`src/design/tmr_defines.svh`:
```
// Register offsets, field positions, reset values and counts of the timer.
`ifndef TMR_DEFINES_SVH
`define TMR_DEFINES_SVH
`define TMR_AW          4
`define TMR_A_CTRL_A    4'h0
`define TMR_A_CTRL_B    4'h1
`define TMR_A_CNT_LO    4'h2
`define TMR_A_CNT_HI    4'h3
`define TMR_A_CAP_LO    4'h4
`define TMR_A_CAP_HI    4'h5
`define TMR_A_FLAGS     4'h6
`define TMR_A_MASK      4'h7
`define TMR_A_CMP       4'h8
`define TMR_B_OVF       0
`define TMR_B_CAP       5
`define TMR_B_CMP_SEL   2
`define TMR_B_NFE       7
`define TMR_B_EDGE      6
`define TMR_CTRLB_MASK  8'hdf
`define TMR_CTRLA_MASK  8'h03
`define TMR_RST_BYTE    8'h00
`define TMR_RST_WORD    16'h0000
`define TMR_FILTER_LEN  4
`define TMR_CS_OFF      3'h0
`define TMR_CS_SYS      3'h1
`define TMR_CS_PRE_LAST 3'h5
`define TMR_CS_EXT_FALL 3'h6
`define TMR_MAX         16'hffff
`define TMR_FLOOR       16'h0000
`define TMR_ONE         16'h0001
`define TMR_TOP_8BIT    16'h00ff
`define TMR_TOP_9BIT    16'h01ff
`define TMR_TOP_10BIT   16'h03ff
`endif

```
`src/design/tmr_pkg.sv`:
```
// State types for the timer, its edge unit and its CPU end.
`include "tmr_defines.svh"
package tmr_pkg;
    typedef enum logic [3:0] {
        H_IDLE    = 4'b0001,
        H_FIRST   = 4'b0010,
        H_SECOND  = 4'b0100,
        H_COLLECT = 4'b1000
    } tmr_hstate_t;

    typedef struct packed {
        logic [1:0]                   sync;
        logic [`TMR_FILTER_LEN-1:0]   samp;
        logic                         filt;
        logic                         prev;
        logic                         rise;
        logic                         fall;
    } tmr_edge_t;

    typedef struct packed {
        logic [15:0] count;
        logic [15:0] capture;
        logic [7:0]  latch;
        logic [7:0]  ctrl_a;
        logic [7:0]  ctrl_b;
        logic        cap_flag;
        logic        ovf_flag;
        logic        cap_en;
        logic        ovf_en;
        logic        cmp_sel;
        logic        down;
        logic [7:0]  rdata;
        logic        irq_cap;
        logic        irq_ovf;
        logic        at_top;
        logic        at_floor;
    } tmr_dev_t;

    typedef struct packed {
        tmr_hstate_t       st;
        logic              wide;
        logic              write;
        logic [3:0]        addr;
        logic [15:0]       data;
        logic [3:0]        bus_addr;
        logic [7:0]        bus_wdata;
        logic              bus_wr;
        logic              bus_rd;
        logic              ack_cap;
        logic              ack_ovf;
        logic              done;
        logic              busy;
        logic              irq_cap;
        logic              irq_ovf;
    } tmr_host_t;
endpackage

```
`src/design/tmr_bus_if.sv`:
```
// Byte-wide register bus between the timer and the CPU end.
`timescale 1ns/1ps
`include "tmr_defines.svh"
interface tmr_bus_if;
    logic [`TMR_AW-1:0] addr;
    logic [7:0]         wdata;
    logic               wr;
    logic               rd;
    logic [7:0]         rdata;
    logic               irq_cap;
    logic               irq_ovf;
    logic               ack_cap;
    logic               ack_ovf;

    modport dev (input addr, wdata, wr, rd, ack_cap, ack_ovf,
                 output rdata, irq_cap, irq_ovf);
    modport host (output addr, wdata, wr, rd, ack_cap, ack_ovf,
                  input rdata, irq_cap, irq_ovf);
endinterface

```
`src/design/tmr_device.sv`:
```
`timescale 1ns/1ps
`include "tmr_defines.svh"
module tmr_device (
    input  wire logic  clock_in,
    input  wire logic  rst_b_in,
    tmr_bus_if.dev     bus,
    input  wire logic  capture_pin_in,
    input  wire logic  comparator_output_in,
    input  wire logic  external_tick_pin_in,
    input  wire logic  prescale_tick_in,
    output logic       count_top_out,
    output logic       count_floor_out
);
    tmr_pkg::tmr_dev_t s;
    tmr_pkg::tmr_dev_t next_s;
    logic              ext_rise;
    logic              ext_fall;
    logic              cap_rise;
    logic              cap_fall;
    logic [3:0]        wgm;

    function automatic logic top_is_cap(input logic [3:0] m);
        return m == 4'h8 || m == 4'ha || m == 4'hc || m == 4'he;
    endfunction

    function automatic logic dual_slope(input logic [3:0] m);
        return (m >= 4'h1 && m <= 4'h3) || (m >= 4'h8 && m <= 4'hb);
    endfunction

    function automatic logic fast_mode(input logic [3:0] m);
        return (m >= 4'h5 && m <= 4'h7) || m == 4'he || m == 4'hf;
    endfunction

    function automatic logic [15:0] top_of(input logic [3:0] m,
                                           input logic [15:0] cap);
        if (top_is_cap(m)) begin
            return cap;
        end
        case (m[1:0])
            2'h1:    return `TMR_TOP_8BIT;
            2'h2:    return `TMR_TOP_9BIT;
            2'h3:    return `TMR_TOP_10BIT;
            default: return `TMR_MAX;
        endcase
    endfunction

    assign wgm = {s.ctrl_b[4:3], s.ctrl_a[1:0]};

    tmr_edge_unit u_tick (
        .clock_in     (clock_in),
        .rst_b_in     (rst_b_in),
        .raw_in       (external_tick_pin_in),
        .filter_en_in (1'b0),
        .enable_in    (1'b1),
        .rise_out     (ext_rise),
        .fall_out     (ext_fall)
    );

    // The source mux sits ahead of the synchroniser, so a source change
    // looks like an edge and may capture; software clears the flag after.
    // source select
    tmr_edge_unit u_capture (
        .clock_in     (clock_in),
        .rst_b_in     (rst_b_in),
        .raw_in       (s.cmp_sel ? comparator_output_in : capture_pin_in),
        .filter_en_in (s.ctrl_b[`TMR_B_NFE]),
        .enable_in    (!top_is_cap(wgm)),
        .rise_out     (cap_rise),
        .fall_out     (cap_fall)
    );

    always_comb begin
        logic        tick;
        logic        cap_ev;
        logic        ovf_ev;
        logic [15:0] top;
        logic [3:0]  nw;
        next_s = s;
        tick   = 1'b0;
        cap_ev = 1'b0;
        ovf_ev = 1'b0;
        nw     = 4'h0;
        top    = top_of(wgm, s.capture);
        case (s.ctrl_b[2:0])
            `TMR_CS_OFF:      tick = 1'b0;
            `TMR_CS_SYS:      tick = 1'b1;
            `TMR_CS_EXT_FALL: tick = ext_fall;
            default: begin
                if (s.ctrl_b[2:0] <= `TMR_CS_PRE_LAST) begin
                    tick = prescale_tick_in;
                end else begin
                    tick = ext_rise;
                end
            end
        endcase
        cap_ev = s.ctrl_b[`TMR_B_EDGE] ? cap_rise : cap_fall;

        if (bus.wr && bus.addr == `TMR_A_CNT_LO) begin
            next_s.count = {s.latch, bus.wdata};
        end else if (tick) begin
            if (dual_slope(wgm)) begin
                if (s.down) begin
                    if (s.count == `TMR_FLOOR) begin
                        next_s.down  = 1'b0;
                        next_s.count = `TMR_ONE;
                    end else begin
                        next_s.count = s.count - `TMR_ONE;
                        if (s.count == `TMR_ONE) begin
                            next_s.down = 1'b0;
                            ovf_ev = 1'b1;
                        end
                    end
                end else if (s.count >= top) begin
                    next_s.down  = 1'b1;
                    next_s.count = s.count - `TMR_ONE;
                end else begin
                    next_s.count = s.count + `TMR_ONE;
                end
            end else begin
                next_s.down = 1'b0;
                if (s.count == top) begin
                    next_s.count = `TMR_FLOOR;
                end else begin
                    next_s.count = s.count + `TMR_ONE;
                end
                ovf_ev = s.count == `TMR_MAX ||
                         (s.count == top && fast_mode(wgm));
            end
        end

        if (cap_ev) begin
            next_s.capture = s.count;
        end else if (bus.wr && bus.addr == `TMR_A_CAP_LO
                     && top_is_cap(wgm)) begin
            next_s.capture = {s.latch, bus.wdata};
        end

        next_s.rdata = `TMR_RST_BYTE;
        if (bus.rd) begin
            case (bus.addr)
                `TMR_A_CTRL_A: next_s.rdata = s.ctrl_a;
                `TMR_A_CTRL_B: next_s.rdata = s.ctrl_b;
                `TMR_A_CNT_LO: begin
                    next_s.rdata = s.count[7:0];
                    next_s.latch = s.count[15:8];
                end
                `TMR_A_CAP_LO: begin
                    next_s.rdata = s.capture[7:0];
                    next_s.latch = s.capture[15:8];
                end
                `TMR_A_CNT_HI, `TMR_A_CAP_HI: next_s.rdata = s.latch;
                `TMR_A_FLAGS: begin
                    next_s.rdata[`TMR_B_CAP] = s.cap_flag;
                    next_s.rdata[`TMR_B_OVF] = s.ovf_flag;
                end
                `TMR_A_MASK: begin
                    next_s.rdata[`TMR_B_CAP] = s.cap_en;
                    next_s.rdata[`TMR_B_OVF] = s.ovf_en;
                end
                `TMR_A_CMP: next_s.rdata[`TMR_B_CMP_SEL] = s.cmp_sel;
                default:    next_s.rdata = `TMR_RST_BYTE;
            endcase
        end

        if (bus.wr) begin
            case (bus.addr)
                `TMR_A_CTRL_A: next_s.ctrl_a = bus.wdata & `TMR_CTRLA_MASK;
                `TMR_A_CTRL_B: next_s.ctrl_b = bus.wdata & `TMR_CTRLB_MASK;
                `TMR_A_CNT_HI, `TMR_A_CAP_HI: next_s.latch = bus.wdata;
                `TMR_A_FLAGS: begin
                    if (bus.wdata[`TMR_B_CAP]) begin
                        next_s.cap_flag = 1'b0;
                    end
                    if (bus.wdata[`TMR_B_OVF]) begin
                        next_s.ovf_flag = 1'b0;
                    end
                end
                `TMR_A_MASK: begin
                    next_s.cap_en = bus.wdata[`TMR_B_CAP];
                    next_s.ovf_en = bus.wdata[`TMR_B_OVF];
                end
                `TMR_A_CMP: next_s.cmp_sel = bus.wdata[`TMR_B_CMP_SEL];
                default: next_s.ctrl_a = s.ctrl_a;
            endcase
        end
        if (bus.ack_cap) begin
            next_s.cap_flag = 1'b0;
        end
        if (bus.ack_ovf) begin
            next_s.ovf_flag = 1'b0;
        end
        // Sets come last so an event in the clearing cycle is kept.
        // flag with the copy
        if (cap_ev) begin
            next_s.cap_flag = 1'b1;
        end
        if (ovf_ev) begin
            next_s.ovf_flag = 1'b1;
        end

        next_s.irq_cap = next_s.cap_flag & next_s.cap_en;
        next_s.irq_ovf = next_s.ovf_flag & next_s.ovf_en;
        nw = {next_s.ctrl_b[4:3], next_s.ctrl_a[1:0]};
        next_s.at_top = next_s.count == top_of(nw, next_s.capture);
        next_s.at_floor = next_s.count == `TMR_FLOOR;
    end

    always_ff @(posedge clock_in) begin
        if (!rst_b_in) begin
            s          <= '0;
            s.at_floor <= 1'b1;
        end else begin
            s <= next_s;
        end
    end

    assign bus.rdata       = s.rdata;
    assign bus.irq_cap     = s.irq_cap;
    assign bus.irq_ovf     = s.irq_ovf;
    assign count_top_out   = s.at_top;
    assign count_floor_out = s.at_floor;
endmodule

```
`src/design/tmr_edge_unit.sv`:
```
// Synchroniser, optional four-sample filter and edge detector.
`timescale 1ns/1ps
`include "tmr_defines.svh"
module tmr_edge_unit (
    input  wire logic clock_in,
    input  wire logic rst_b_in,
    input  wire logic raw_in,
    input  wire logic filter_en_in,
    input  wire logic enable_in,
    output logic      rise_out,
    output logic      fall_out
);
    tmr_pkg::tmr_edge_t s;
    tmr_pkg::tmr_edge_t next_s;

    always_comb begin
        next_s = s;
        next_s.sync = {s.sync[0], raw_in};
        next_s.samp = {s.samp[`TMR_FILTER_LEN-2:0], s.sync[1]};
        if (filter_en_in) begin
            if (&s.samp) begin
                next_s.filt = 1'b1;
            end else if (~|s.samp) begin
                next_s.filt = 1'b0;
            end
        end else begin
            next_s.filt = s.sync[1];
        end
        next_s.prev = s.filt;
        next_s.rise = enable_in & s.filt & ~s.prev;
        next_s.fall = enable_in & ~s.filt & s.prev;
    end

    always_ff @(posedge clock_in) begin
        if (!rst_b_in) begin
            s <= '0;
        end else begin
            s <= next_s;
        end
    end

    assign rise_out = s.rise;
    assign fall_out = s.fall;
endmodule

```
`src/flat_wrapper.sv`:
```
// flat-port wrapper written by rule: the top's interface ports become plain ports
module tmr_device_flat 
  (clock_in, rst_b_in, capture_pin_in, comparator_output_in, external_tick_pin_in, prescale_tick_in, count_top_out, count_floor_out, bus_addr, bus_wdata, bus_wr, bus_rd, bus_ack_cap, bus_ack_ovf, bus_rdata, bus_irq_cap, bus_irq_ovf);
  tmr_bus_if bus_i ();
  input  wire logic clock_in;
  input  wire logic rst_b_in;
  input  wire logic capture_pin_in;
  input  wire logic comparator_output_in;
  input  wire logic external_tick_pin_in;
  input  wire logic prescale_tick_in;
  output logic count_top_out;
  output logic count_floor_out;
  input wire logic [$bits(bus_i.addr)-1:0] bus_addr;
  input wire logic [$bits(bus_i.wdata)-1:0] bus_wdata;
  input wire logic [$bits(bus_i.wr)-1:0] bus_wr;
  input wire logic [$bits(bus_i.rd)-1:0] bus_rd;
  input wire logic [$bits(bus_i.ack_cap)-1:0] bus_ack_cap;
  input wire logic [$bits(bus_i.ack_ovf)-1:0] bus_ack_ovf;
  output wire logic [$bits(bus_i.rdata)-1:0] bus_rdata;
  output wire logic [$bits(bus_i.irq_cap)-1:0] bus_irq_cap;
  output wire logic [$bits(bus_i.irq_ovf)-1:0] bus_irq_ovf;
  assign bus_i.addr = bus_addr;
  assign bus_i.wdata = bus_wdata;
  assign bus_i.wr = bus_wr;
  assign bus_i.rd = bus_rd;
  assign bus_i.ack_cap = bus_ack_cap;
  assign bus_i.ack_ovf = bus_ack_ovf;
  assign bus_rdata = bus_i.rdata;
  assign bus_irq_cap = bus_i.irq_cap;
  assign bus_irq_ovf = bus_i.irq_ovf;
  tmr_device u_core (.clock_in(clock_in), .rst_b_in(rst_b_in), .bus(bus_i), .capture_pin_in(capture_pin_in), .comparator_output_in(comparator_output_in), .external_tick_pin_in(external_tick_pin_in), .prescale_tick_in(prescale_tick_in), .count_top_out(count_top_out), .count_floor_out(count_floor_out));
endmodule
```
`config.mk`:
```
export PLATFORM = sky130hd
export DESIGN_NAME = tmr_device_flat
export DESIGN_NICKNAME = d
export VERILOG_FILES = /design/src/design/tmr_pkg.sv /design/src/design/tmr_bus_if.sv /design/src/design/tmr_device.sv /design/src/design/tmr_edge_unit.sv /design/src/flat_wrapper.sv
export VERILOG_INCLUDE_DIRS = /design/src /design/src/design
export SDC_FILE = /design/constraint.sdc
export NUM_CORES = 1
export LEC_CHECK = 0
export ABC_AREA = 1
export CORE_UTILIZATION = 40
export DETAILED_ROUTE_END_ITERATION = 8
export DONT_BUFFER_PORTS = 1
export HOLD_SLACK_MARGIN = 0.03
export PLACE_DENSITY = 0.57
export SETUP_SLACK_MARGIN = 0.05
export SLEW_MARGIN = 40
export SYNTH_ARGS = -nofsm -noshare
export SYNTH_HDL_FRONTEND = slang
export SYNTH_SLANG_ARGS = --single-unit
```
`constraint.sdc`:
```
create_clock -name clock_in -period 4.43 [get_ports clock_in]
set_clock_uncertainty 0.1 [all_clocks]
set_input_delay 0.2215 -clock clock_in [delete_from_list [all_inputs] [get_ports clock_in]]
set_output_delay 0.2215 -clock clock_in [all_outputs]
set_load 0.01 [all_outputs]
```
==> run metrics <==
CTS Hold Buffers Added=17; flops & latches, synth=83; hold crit path type=in -> reg; hold path cells=3; area growth from synthesis to layout=8.09%; Synth async-reset ratio=0; layout cell share with drive strength beyond 1=0.0770; count of cell types in the netlist=50; GR Overflow Total=0; Top Metal Used=met4; final wirelength=between 20000 and 25000 microns; hold_sp=bus_wdata[5]; Cell Area, Synth=6080 sq um; Main synth FF type=dfxtp_1; core region area=14700 sq um; max_cap viols=0; chip height=125 microns; Setup CP Type=reg -> reg; Critical Path AT=between 4 and 5 ns; Layout fillers=1570; slew of the pin with the lowest slew margin=0.836 ns; Final setup viols=0; 1st-iter DRT viols=660; Syn Nets=1024; Post-synth EDFFs=0; Via density=between 5 and 6; status=completed; Final Hold Vio Count=0; total clock sinks=83; R2R Setup Slk=0.48 ns; PortBufs=0; Worst Reg-to-Reg Cells=25; Avg Cell Area, Syn=6.24 sq um; Clock transition at path regs=0.07 ns; initial antenna violation count=0; die footprint=15700 sq um; Final #Nets=approximately 1000; Routed Antenna Nets=0; Clk Latency, worst-skew pair=0.35 ns; reg-to-reg endpoint=u_core.count_top_out; Critical Path Start Type=register; Ports=34; synthesis warning total=0; CTS tree=built; Sw Share=0.339; vias in the first global route=5925; drt first pass iters=8; Met1 Wirelength=9530 microns; global placement routability congestion=0.994; chip width=125 microns; crit path time final=3.95 ns; Cells after Synth=slightly below 1000; metal2 WL=9510 microns; Setup Fix Bufs, Post-CTS=0; RSZ-0062 raised after global routing=no; register area share after synthesis=0.273; via count=~6400; Sequential Power Share=0.413; Achievable Freq=0.253 GHz; CTS Buffer Depth=2; crit path capture type=register; Starting Density=0.414; Comb pwr share=0.225; GR Util All Layers=0.292; drc violations=0; routed length per instance=slightly below 20 microns; largest net degree at the start of global routing=42; wire length on met3=2100 microns; H-tree depth=3; WHS Endpoint=u_core.s[17]; clock share of power=0.362; leak pwr=3.06 nW; relative slew slack=0.441; FP Rows=44; highest net fanout along the worst path=18; dpl hpwl=16700 microns; Final period util=0.891; global-route wire length before repair=34400 microns; CP required=~4.6 ns; internal power=0.00130 W; setup_tns=0 ns; reg2reg start=u_core.s[26]; PD cells=300 nW/um^2; diode count=0; Hold WS=0.0349 ns; CTS root buf=clkbuf_16; CTS resizes=0; Peak VDD IR=about 0.00030 V; P_sw=0.000670 W; max-slew violations=0; CTS Buf Count=9
-- critical path, cell delays in order, from the launching register on --
cell	delay [ns]
dfxtp_1	0.43
inv_1	0.09
ha_1	0.23
o21ai_2	0.50
inv_2	0.20
a21oi_1	0.20
ha_1	0.26
nand2_1	0.07
inv_1	0.03
nand2_1	0.07
nor2_1	0.06
nand2_1	0.08
nand2_2	0.06
nor2_4	0.19
nand2_2	0.26
nand2_1	0.14
nand3_1	0.07
nand2_1	0.09
nand2_1	0.05
nand2_1	0.07
inv_1	0.06
o21ai_0	0.15
nand2_1	0.10
nor2_1	0.12
nand3_1	0.08
nor2_1	0.09
-- placed cells by master (no fill, tap or decap), types with 3 or more instances in the layout --
cell           count
nand2_2            4
nand2_1          232
inv_1            135
nor2_4             5
o21a_1             3
nand3b_1           4
buf_4             10
nand4_1           11
nand3_1           54
xor2_1            19
o21ai_1           21
clkbuf_16          9
a221oi_1           6
nor2_1           124
nor3_1            10
clkinv_1           3
dfxtp_1           83
inv_2             10
o22ai_1           15
a31oi_1           10
a21oi_1           55
nor2_2            13
o21ai_0           48
ha_1              28
dlygate4sd3_1     16
or2_2              7
o211ai_1           4
-- flip-flops by register name (all words and copies together), names as in the netlist --
name	cells
u_core.bus.irq_cap	1
u_core.bus.irq_ovf	1
u_core.bus.rdata	8
u_core.count_floor_out	1
u_core.count_top_out	1
u_core.s	55
u_core.u_capture.fall_out	1
u_core.u_capture.next_s	6
u_core.u_capture.rise_out	1
u_core.u_capture.s	2
u_core.u_tick.fall_out	1
u_core.u_tick.next_s	3
u_core.u_tick.rise_out	1
u_core.u_tick.s	1
-- cell families (layout without fill, tap and decap cells) --
kind of cell               after synthesis  count (layout)  share of synthesized area
adders and majority gates               28              28                     0.0576
muxes                                    2               2                    0.00329
and+or+nand+nor                        474             474                      0.337
DFF                                     83              83                      0.273
buffers and inverters                  191             191                      0.134
xor gates and xnor gates                20              20                     0.0288
AOI/OAI and AO/OA                      176             176                      0.166
-- cell type report --
cell class                      instances  area, sq um  area share
Clock inverter                          6         50.0     0.00762
Sequential cell                        83         1660       0.253
Tap cell                              184          230      0.0350
Inverter                              148          556      0.0846
Multi-Input combinational cell        700         3600       0.548
Clock buffer                           10          229      0.0349
Timing Repair Buffer                   27          240      0.0366
-- how the worst max path moves through the flow --
stage	start	to	slack, ns	cells past startpoint
2_1_floorplan	u_core.s[26]	u_core.count_top_out	1.32	24
3_3_place_gp	u_core.s[26]	u_core.count_top_out	0.72	25
3_5_place_dp	u_core.s[26]	u_core.count_top_out	0.57	25
4_1_cts	u_core.s[26]	u_core.count_top_out	0.55	25
5_1_grt	u_core.s[26]	u_core.count_top_out	0.09	25
6_report	u_core.s[26]	u_core.count_top_out	0.48	25
-- power groups by stage --
| stage | combinational [W] | clock, W | sequential [W] |
|---|---|---|---|
| final | 0.000443 | 0.000715 | 0.000815 |
| after global placement | 0.000418 | 0 | 0.000831 |
| after floorplan | 0.000323 | 0 | 0.000807 |
| after detailed placement | 0.000411 | 0 | 0.000830 |
| after CTS | 0.000435 | 0.000727 | 0.000813 |
| after global routing | 0.000494 | 0.000759 | 0.000816 |
-- cells in the mapped netlist, types with 11 or more instances --
| library cell | number | area (sq um) |
|---|---|---|
| nand3_1 | 54 | 270 |
| nand2_1 | 232 | 871 |
| o21ai_1 | 21 | 105 |
| nand4_1 | 11 | 68.8 |
| clkbuf_1 | 16 | 60.1 |
| inv_1 | 135 | 507 |
| xor2_1 | 19 | 166 |
| o21ai_0 | 48 | 240 |
| o22ai_1 | 15 | 93.8 |
| nor2_1 | 124 | 465 |
| a21oi_1 | 55 | 275 |
| dfxtp_1 | 83 | 1660 |
| ha_1 | 28 | 350 |
| nor2_2 | 13 | 81.3 |
-- per-layer routing --
layer | up-vias | GRT usage
met5 | - | 0
met3 | 88 | 0.0693
met1 | 2862 | 0.381
met4 | 0 | 0.174
li1 | 3108 | -
met2 | 355 | 0.438
-- stage by stage --
stage	utilization	power [W]	instances	area [sq um]	setup WS, ns
global placement	0.417	0.00125	1125	6130	0.722
floorplan	-	0.00113	974	6080	1.32
detailed placement	0.417	0.00124	1125	6130	0.570
global route	0.447	0.00207	1158	6570	0.0904
CTS	0.447	0.00197	1158	6580	0.555
finish	0.447	0.00197	1158	6570	0.484
(Power assumes the default switching activity.)
